--- src/lmtc_pkg.sv ---
// shared constants and carriers for the loss-of-signal mute and threshold control
// assumes one 100 MHz system clock and synchronous pin inputs
package lmtc_pkg;

    // ==========================================================
    // geometry
    localparam int NUM_CH     = 3;                // channels under one global control
    localparam int FIFO_DEPTH = 16;               // words buffered ahead of the outputs

    // ==========================================================
    // timing
    localparam int CLK_PERIOD_NS = 10;            // system clock period
    localparam int RCLK_HALF_NS  = 20;            // half period of the recovered clock model
    localparam int RCLK_HALF_INT = (RCLK_HALF_NS + CLK_PERIOD_NS - 1) / CLK_PERIOD_NS;
    localparam logic [3:0] RCLK_HALF_CYC  = RCLK_HALF_INT[3:0];
    localparam logic [3:0] RCLK_CNT_LAST  = RCLK_HALF_CYC - 4'h1;

    // ==========================================================
    // reset values and pin levels
    localparam logic EDGE_RISING   = 1'h1;        // edge select: update on rising edge
    localparam logic RST_RCLK      = 1'h0;        // recovered clock level after reset
    localparam logic RST_THR_SET   = 1'h0;        // threshold set after reset
    localparam logic IRQ_PIN_IDLE  = 1'h1;        // interrupt pin is active low

    // ==========================================================
    // line rate per channel
    typedef enum logic [1:0] {
        LMTC_RATE_E3   = 2'h0,
        LMTC_RATE_DS3  = 2'h1,
        LMTC_RATE_STS1 = 2'h2
    } lmtc_rate_e;

    // one bit period of recovered data for all channels, with loss flags
    typedef struct packed {
        logic [NUM_CH-1:0] los;                   // loss-of-signal declared
        logic [NUM_CH-1:0] neg;                   // negative rail
        logic [NUM_CH-1:0] pos;                   // positive rail
    } lmtc_rx_word_s;

    localparam int WORD_W = $bits(lmtc_rx_word_s);

endpackage

--- src/lmtc_los_mute.sv ---
// los mute, threshold select and interrupt pin sharing for a three-channel receiver
// assumes recovered words arrive in the system clock domain with valid/ready
`timescale 1ns/1ns

// ==========================================================
// fifo: parameterised, registered flags
module lmtc_fifo #(
    parameter int WIDTH = 8,
    parameter int DEPTH = 16
) (
    input  wire logic             clk_sys_i,   // system clock
    input  wire logic             sys_rst_i,   // synchronous reset, high
    input  wire logic             in_valid_i,  // write request
    output logic                  in_ready_o,  // room for a word
    input  wire logic [WIDTH-1:0] in_data_i,   // write data
    output logic                  out_valid_o, // word available
    input  wire logic             out_ready_i, // read request
    output logic [WIDTH-1:0]      out_data_o   // head word
);
    localparam int AW = $clog2(DEPTH);
    localparam logic [AW:0] DEPTH_CNT = DEPTH[AW:0];

    logic [WIDTH-1:0] mem [DEPTH];
    logic [AW-1:0]    wr_ptr_reg, wr_ptr_next;
    logic [AW-1:0]    rd_ptr_reg, rd_ptr_next;
    logic [AW:0]      cnt_reg,    cnt_next;
    logic             rdy_reg,    rdy_next;
    logic             vld_reg,    vld_next;
    logic             do_wr;
    logic             do_rd;

    // pointer and flag updates; flags registered so ports come from flops
    always_comb begin
        do_wr       = in_valid_i & rdy_reg;
        do_rd       = out_ready_i & vld_reg;
        wr_ptr_next = do_wr ? wr_ptr_reg + 1'b1 : wr_ptr_reg;
        rd_ptr_next = do_rd ? rd_ptr_reg + 1'b1 : rd_ptr_reg;
        cnt_next    = cnt_reg;
        if (do_wr && !do_rd) begin
            cnt_next = cnt_reg + 1'b1;
        end else if (do_rd && !do_wr) begin
            cnt_next = cnt_reg - 1'b1;
        end
        rdy_next = (cnt_next != DEPTH_CNT);
        vld_next = (cnt_next != '0);
    end

    always_ff @(posedge clk_sys_i) begin
        if (sys_rst_i) begin
            wr_ptr_reg <= '0;
            rd_ptr_reg <= '0;
            cnt_reg    <= '0;
            rdy_reg    <= 1'b0;
            vld_reg    <= 1'b0;
        end else begin
            wr_ptr_reg <= wr_ptr_next;
            rd_ptr_reg <= rd_ptr_next;
            cnt_reg    <= cnt_next;
            rdy_reg    <= rdy_next;
            vld_reg    <= vld_next;
        end
    end

    // storage has no reset; only read behind a valid count
    always_ff @(posedge clk_sys_i) begin
        if (do_wr) begin
            mem[wr_ptr_reg] <= in_data_i;
        end
    end

    assign in_ready_o  = rdy_reg;
    assign out_valid_o = vld_reg;
    assign out_data_o  = mem[rd_ptr_reg];
endmodule

// ==========================================================
// top: recovered data path with global mute and threshold control
module lmtc_los_mute (
    input  wire logic                   clk_sys_i,           // 100 MHz system clock
    input  wire logic                   sys_rst_i,           // synchronous reset, high
    input  wire logic                   rx_valid_i,          // recovered word offered
    output logic                        rx_ready_o,          // buffer can take a word
    input  wire lmtc_pkg::lmtc_rx_word_s rx_word_i,           // data and loss flags
    input  wire logic                   host_mode_i,         // high: serial host mode
    input  wire logic                   host_irq_i,          // interrupt from serial block
    input  wire logic                   mute_on_los_select_i, // shared pin, input side
    output logic                        mute_on_los_select_o, // shared pin, output side
    output logic                        mute_on_los_select_oe_o, // high while driving
    input  wire logic                   los_threshold_select_i, // threshold set pin
    input  wire lmtc_pkg::lmtc_rate_e   rate_i [lmtc_pkg::NUM_CH], // rate per channel
    input  wire logic                   rclk_edge_sel_i,     // high: update on rising
    output logic                        thr_set_o,           // threshold set in use
    output logic                        thr_active_o,        // threshold select honoured
    output logic [lmtc_pkg::NUM_CH-1:0] recovered_positive_data_o, // positive rail
    output logic [lmtc_pkg::NUM_CH-1:0] recovered_negative_data_o, // negative rail
    output logic [lmtc_pkg::NUM_CH-1:0] recovered_clock_out_o      // recovered clock
);
    import lmtc_pkg::*;

    // ==========================================================
    // declarations
    lmtc_rx_word_s      head_word;
    logic               head_valid;
    logic               upd;
    logic               mute_en;
    logic               any_fast;
    logic [3:0]         cnt_reg,  cnt_next;
    logic               rclk_reg, rclk_next;
    logic [NUM_CH-1:0]  pos_reg,  pos_next;
    logic [NUM_CH-1:0]  neg_reg,  neg_next;
    logic               thr_reg,  thr_next;
    logic               act_reg,  act_next;
    logic               pin_reg,  pin_next;
    logic               oe_reg,   oe_next;

    function automatic logic rate_is_fast(input lmtc_rate_e r);
        rate_is_fast = (r == LMTC_RATE_DS3) || (r == LMTC_RATE_STS1);
    endfunction

    // ==========================================================
    // buffer; drained once per bit period so it can really fill
    lmtc_fifo #(
        .WIDTH (WORD_W),
        .DEPTH (FIFO_DEPTH)
    ) u_fifo (
        .clk_sys_i   (clk_sys_i),
        .sys_rst_i   (sys_rst_i),
        .in_valid_i  (rx_valid_i),
        .in_ready_o  (rx_ready_o),
        .in_data_i   (rx_word_i),
        .out_valid_o (head_valid),
        .out_ready_i (upd),
        .out_data_o  (head_word)
    );

    // ==========================================================
    // recovered clock divider and update edge
    always_comb begin
        cnt_next  = cnt_reg + 4'h1;
        rclk_next = rclk_reg;
        upd       = 1'b0;
        if (cnt_reg == RCLK_CNT_LAST) begin
            cnt_next  = 4'h0;
            rclk_next = ~rclk_reg;
            upd       = (~rclk_reg == rclk_edge_sel_i);
        end
    end

    always_ff @(posedge clk_sys_i) begin
        if (sys_rst_i) begin
            cnt_reg  <= 4'h0;
            rclk_reg <= RST_RCLK;
        end else begin
            cnt_reg  <= cnt_next;
            rclk_reg <= rclk_next;
        end
    end

    // ==========================================================
    // data rails; mute only moves with the update edge, so no runt bits
    always_comb begin
        mute_en  = mute_on_los_select_i & ~host_mode_i;
        pos_next = pos_reg;
        neg_next = neg_reg;
        if (upd) begin
            if (head_valid) begin
                for (int c = 0; c < NUM_CH; c++) begin
                    pos_next[c] = head_word.pos[c] & ~(mute_en & head_word.los[c]);
                    neg_next[c] = head_word.neg[c] & ~(mute_en & head_word.los[c]);
                end
            end else begin
                pos_next = '0; // underrun: idle rails rather than stale bits
                neg_next = '0;
            end
        end
    end

    always_ff @(posedge clk_sys_i) begin
        if (sys_rst_i) begin
            pos_reg <= '0;
            neg_reg <= '0;
        end else begin
            pos_reg <= pos_next;
            neg_reg <= neg_next;
        end
    end

    // ==========================================================
    // threshold set; all-E3 freezes the last set since it is unused
    always_comb begin
        any_fast = 1'b0;
        for (int c = 0; c < NUM_CH; c++) begin
            any_fast = any_fast | rate_is_fast(rate_i[c]);
        end
        act_next = any_fast;
        thr_next = any_fast ? los_threshold_select_i : thr_reg;
    end

    always_ff @(posedge clk_sys_i) begin
        if (sys_rst_i) begin
            thr_reg <= RST_THR_SET;
            act_reg <= 1'b0;
        end else begin
            thr_reg <= thr_next;
            act_reg <= act_next;
        end
    end

    // ==========================================================
    // shared pin: interrupt output in host mode, else input only
    always_comb begin
        oe_next  = host_mode_i;
        pin_next = host_irq_i ? ~IRQ_PIN_IDLE : IRQ_PIN_IDLE;
    end

    always_ff @(posedge clk_sys_i) begin
        if (sys_rst_i) begin
            oe_reg  <= 1'b0;
            pin_reg <= IRQ_PIN_IDLE;
        end else begin
            oe_reg  <= oe_next;
            pin_reg <= pin_next;
        end
    end

    assign recovered_positive_data_o = pos_reg;
    assign recovered_negative_data_o = neg_reg;
    assign recovered_clock_out_o     = {NUM_CH{rclk_reg}};
    assign thr_set_o                 = thr_reg;
    assign thr_active_o              = act_reg;
    assign mute_on_los_select_o      = pin_reg;
    assign mute_on_los_select_oe_o   = oe_reg;

    // ==========================================================
    // checks
    for (genvar g = 0; g < NUM_CH; g++) begin : g_chk
        AST_MUTE_ZERO: assert property (@(posedge clk_sys_i) disable iff (sys_rst_i)
            upd && head_valid && mute_en && head_word.los[g] |=> !pos_reg[g] && !neg_reg[g])
            else $error("muted channel drove data");
        AST_PASS_THRU: assert property (@(posedge clk_sys_i) disable iff (sys_rst_i)
            upd && head_valid && !mute_en |=> pos_reg[g] == $past(head_word.pos[g])
                && neg_reg[g] == $past(head_word.neg[g]))
            else $error("unmuted data not passed");
    end

    AST_GLOBAL_MUTE: assert property (@(posedge clk_sys_i) disable iff (sys_rst_i)
        upd && head_valid && mute_en && (&head_word.los) |=> pos_reg == '0 && neg_reg == '0)
        else $error("mute not applied to every channel");
    AST_HOST_PIN: assert property (@(posedge clk_sys_i) disable iff (sys_rst_i)
        host_mode_i && host_irq_i |=> mute_on_los_select_oe_o && !mute_on_los_select_o)
        else $error("interrupt not on shared pin");
    AST_NO_DRIVE: assert property (@(posedge clk_sys_i) disable iff (sys_rst_i)
        !host_mode_i |=> !mute_on_los_select_oe_o)
        else $error("shared pin driven outside host mode");
    AST_THR_FOLLOW: assert property (@(posedge clk_sys_i) disable iff (sys_rst_i)
        any_fast |=> thr_set_o == $past(los_threshold_select_i) && thr_active_o)
        else $error("threshold select not followed");
    AST_THR_IGNORE: assert property (@(posedge clk_sys_i) disable iff (sys_rst_i)
        !any_fast |=> $stable(thr_set_o) && !thr_active_o)
        else $error("threshold select honoured in all-E3");
    AST_DATA_EDGE: assert property (@(posedge clk_sys_i) disable iff (sys_rst_i)
        !$stable(pos_reg) || !$stable(neg_reg) |-> $past(upd) && rclk_reg == rclk_edge_sel_i)
        else $error("data moved off the update edge");
    AST_UPD_SPACING: assert property (@(posedge clk_sys_i) disable iff (sys_rst_i)
        upd |=> !upd [*3])
        else $error("update edges too close");
endmodule

--- config.mk ---
export PLATFORM = sky130hd
export DESIGN_NAME = lmtc_los_mute
export DESIGN_NICKNAME = d
export VERILOG_FILES = /design/src/lmtc_pkg.sv /design/src/lmtc_los_mute.sv
export SDC_FILE = /design/constraint.sdc
export NUM_CORES = 1
export LEC_CHECK = 0
export BUFFER_PORTS_ARGS = -buffer_cell sky130_fd_sc_hd__buf_2
export CAP_MARGIN = 40
export CORE_ASPECT_RATIO = 1.2
export CORE_MARGIN = 1
export CORE_UTILIZATION = 65
export DETAILED_ROUTE_END_ITERATION = 10
export PLACE_DENSITY = 0.95
export SYNTH_ARGS = -nofsm -noshare
export SYNTH_HDL_FRONTEND = slang
export SYNTH_SLANG_ARGS = --single-unit
--- constraint.sdc ---
create_clock -name clk_sys_i -period 5.35 [get_ports clk_sys_i]
set_input_delay 1.07 -clock clk_sys_i [delete_from_list [all_inputs] [get_ports clk_sys_i]]
set_output_delay 1.07 -clock clk_sys_i [all_outputs]
set_load 0.03 [all_outputs]
==> summary.txt <==
Clock network
  – Setup bufs post-CTS: 0
  – CTS tree: built
  – Clk slew on worst S/H paths: around 60 ps
  – Hold-fix buffers at CTS: 0
  – Cts bufs inserted: 17
  – Clk Latency, worst-skew pair: approximately 440 ps
  – Post-CTS Resized: 0
  – CTS max path bufs: 2
  – Num Clock Sinks: approximately 180
  – Htree depth: 4
  – Clk Tree Root Cell: clkbuf_16

Layout
  – Proportion of layout cells with a drive suffix above 1: 24.1%
  – Layout Cells excl Fill: between 500 and 600
  – Fill count: about 560
  – Design area: between 8000 and 9000 um2
  – Max reg flops: approximately 140
  – N_diodes: 0
  – Fin nets: about 480
  – Layout Area Growth over Synthesis: 11.8%

STA
  – Clk_skew: ~12 ps
  – Slew headroom: 36.1%
  – Final hold vios: 0
  – Total negative slack: 0 ps
  – Worst slew pin tran: between 900 and 1000 ps
  – Final setup violation count: 0
  – Final period util: 46.4%
  – RSZ-0062 raised after global routing: false
  – Fin. max-slew vios: 0
  – Max Clk Rate: around 400 MHz
  – Final min period: 2480 ps

Critical path
  – Slowest Stage Delay on Critical Path: between 500 and 600 ps
  – Crit-path max FO: 9
  – Crit path capture type: flip-flop
  – Crit path required time: between 5000 and 6000 ps
  – Crit start category: input port
  – Worst setup path class: in -> reg
  – Worst path slowest cell: nor3_1
  – Crit path DAT: 2620 ps
  – CP Cell Sequence: buf_2 -> and2_1 -> nand2_1 -> nor3_1 -> buf_4

GRT
  – Vias in the first global route: 3990
  – Grt total ovfl: 0
  – Gr usage total: between 20% and 30%
  – Largest net degree at the start of global routing: 36
  – Initial antenna violation count: 0
  – First-pass GRT wire length: between 20000 and 25000 um

Place
  – PortBufs: 36
  – Area after DPL: 7390 um2
  – Placed cell count: about 560
  – Half-perimeter wire length after placement: between 9000 and 10000 um
  – Routability congestion estimate: 0.834

Outcome
  – Status: finished, final reports clean

Yosys
  – Synth warnings: 0
  – Yosys top cell by area: edfxtp_1
  – Mapped Nets: 442
  – Asr flop ratio synth: 0%
  – Gate Count Post-Synth: 410
  – Top_reg_cell synth: edfxtp_1
  – Yosys top cell area share: about three fifths
  – Cell Area, Synth: 7210 um2
  – Largest cells by area after synthesis: edfxtp_1 60%, dfxtp_1 9.4%, mux4_2 6.9%
  – Post-synth top cells: 144 x edfxtp_1, 34 x dfxtp_1, 29 x nor2_1
  – Flops & latches, synth: 178
  – Sequential fraction of the synthesis area: between 60% and 70%
  – Count leader, synth: edfxtp_1
  – Avg Cell Area, Syn: approximately 18 um2
  – Library cells used by synthesis: 52
  – EDFF count, synth: around 140

Floorplanning
  – Top-Level Pins: 37
  – Core area: between 10000 and 15000 um2
  – Initial core utilization: 67.6%
  – Total die area: around 12000 um2
  – Chip width: around 100 um
  – Row count: 41
  – Die height: 117 um

Worst hold path
  – Hold WC Path Type: reg -> reg

Detailed routing
  – Drc violations: 0
  – WL/cell: between 20 and 30 um
  – Total number of vias: 4042
  – Final ANT Viol Nets: 0
  – DRT iter0 DRCs: 465
  – DR vias/cell: between 6 and 7
  – Routed wire length: about 16000 um
  – 1st-pass router iterations: 7

Pwr
  – Leak: ~2.7 nW
  – Tot Pwr: 0.00307 W
  – Worst IR drop on VDD: around 0.00023 V
  – Power per cell area: roughly 380 nW/um2

Job
  – Max-Cap Viols: 0
## final timing paths
path | startpoint | endpoint | slack, ps | depth (start not counted)
max reg2reg | flip-flop | recovered_positive_data_o[1]$_SDFFE_PP0N_ | 2880 | 6
min reg2reg | recovered_negative_data_o[0]$_SDFFE_PP0N_ | recovered_negative_data_o[0]$_SDFFE_PP0N_ | 460 | 2
max | rx_valid_i | u_fifo.mem[3][1]$_DFFE_PP_ | 2870 | 5
min | recovered_negative_data_o[0]$_SDFFE_PP0N_ | recovered_negative_data_o[0]$_SDFFE_PP0N_ | 460 | 2
## worst max-delay path: cells and delay by family
kind | cells | cell delay [ps]
and+or+nand+nor | 3 | 1180
buffers and inverters | 2 | 370
## placed cells by master, fill, tap and decap left out, types with 5 or more instances in the layout
cell type | synthesis | layout
dfxtp_1 | 34 | 33
edfxtp_1 | 144 | 144
nand2_1 | 22 | 22
ha_1 | 9 | 9
xor2_1 | 8 | 8
mux4_1 | 13 | 13
buf_4 | 3 | 6
inv_1 | 7 | 7
mux4_2 | 22 | 22
nor3_1 | 6 | 6
nor2_1 | 29 | 29
nand4_1 | 5 | 5
clkbuf_16 | 0 | 17
a21oi_1 | 7 | 7
nand3_1 | 7 | 7
mux2i_1 | 13 | 13
nand2b_1 | 5 | 5
buf_2 | 5 | 39
xnor2_1 | 8 | 8
## cells by family after synthesis
kind of cell	count (synthesis)	synth area share [%]
flops	178	69.4
simple gates	88	5.95
mux	52	14.1
buf+inv	34	3.63
compound gates	33	3.42
xor+xnor	16	1.94
fa+ha+maj	9	1.56
## metal layers
| layer | GRT usage (%) | up-vias | part of all wire [%] |
|---|---|---|---|
| li1 | - | 1687 | - |
| met1 | 37.2 | 2008 | 36 |
| met2 | 47.7 | 288 | 51 |
| met3 | 8.05 | 59 | 9.0 |
| met4 | 12.1 | 0 | 4.0 |
| met5 | 0 | - | 0 |
## stage by stage
| step | hold WS, ps | setup slack [ps] | utilization, % |
|---|---|---|---|
| 3_5_place_dp | 448 | 2510 | 69.3 |
| 3_3_place_gp | 430 | 2360 | 68.9 |
| 4_1_cts | 456 | 2880 | 75.3 |
| 2_1_floorplan | 464 | 2820 | - |
| 5_1_grt | 485 | 2790 | 75.6 |
| 6_report | 456 | 2870 | 75.6 |
## layout make-up
class | count | area, um2 | area share, %
sequential | 178 | 5010 | 62.1
multi-input combinational | 198 | 1940 | 24.1
clock buffer | 19 | 453 | 5.62
timing repair buffer | 46 | 260 | 3.23
clock inverter | 13 | 196 | 2.44
tap | 129 | 161 | 2.00
inverter | 11 | 41.3 | 0.512
## where the power goes
| part | switching (W) | leakage, nW | internal, W |
|---|---|---|---|
| Sequential | 0.0000207 | 1.57 | 0.00152 |
| Clock | 0.000535 | 0.311 | 0.000815 |
| Combinational | 0.000115 | 0.823 | 0.0000668 |
| Total | 0.000671 | 2.71 | 0.00240 |
No activity file was read; power rests on OpenSTA's default activity.
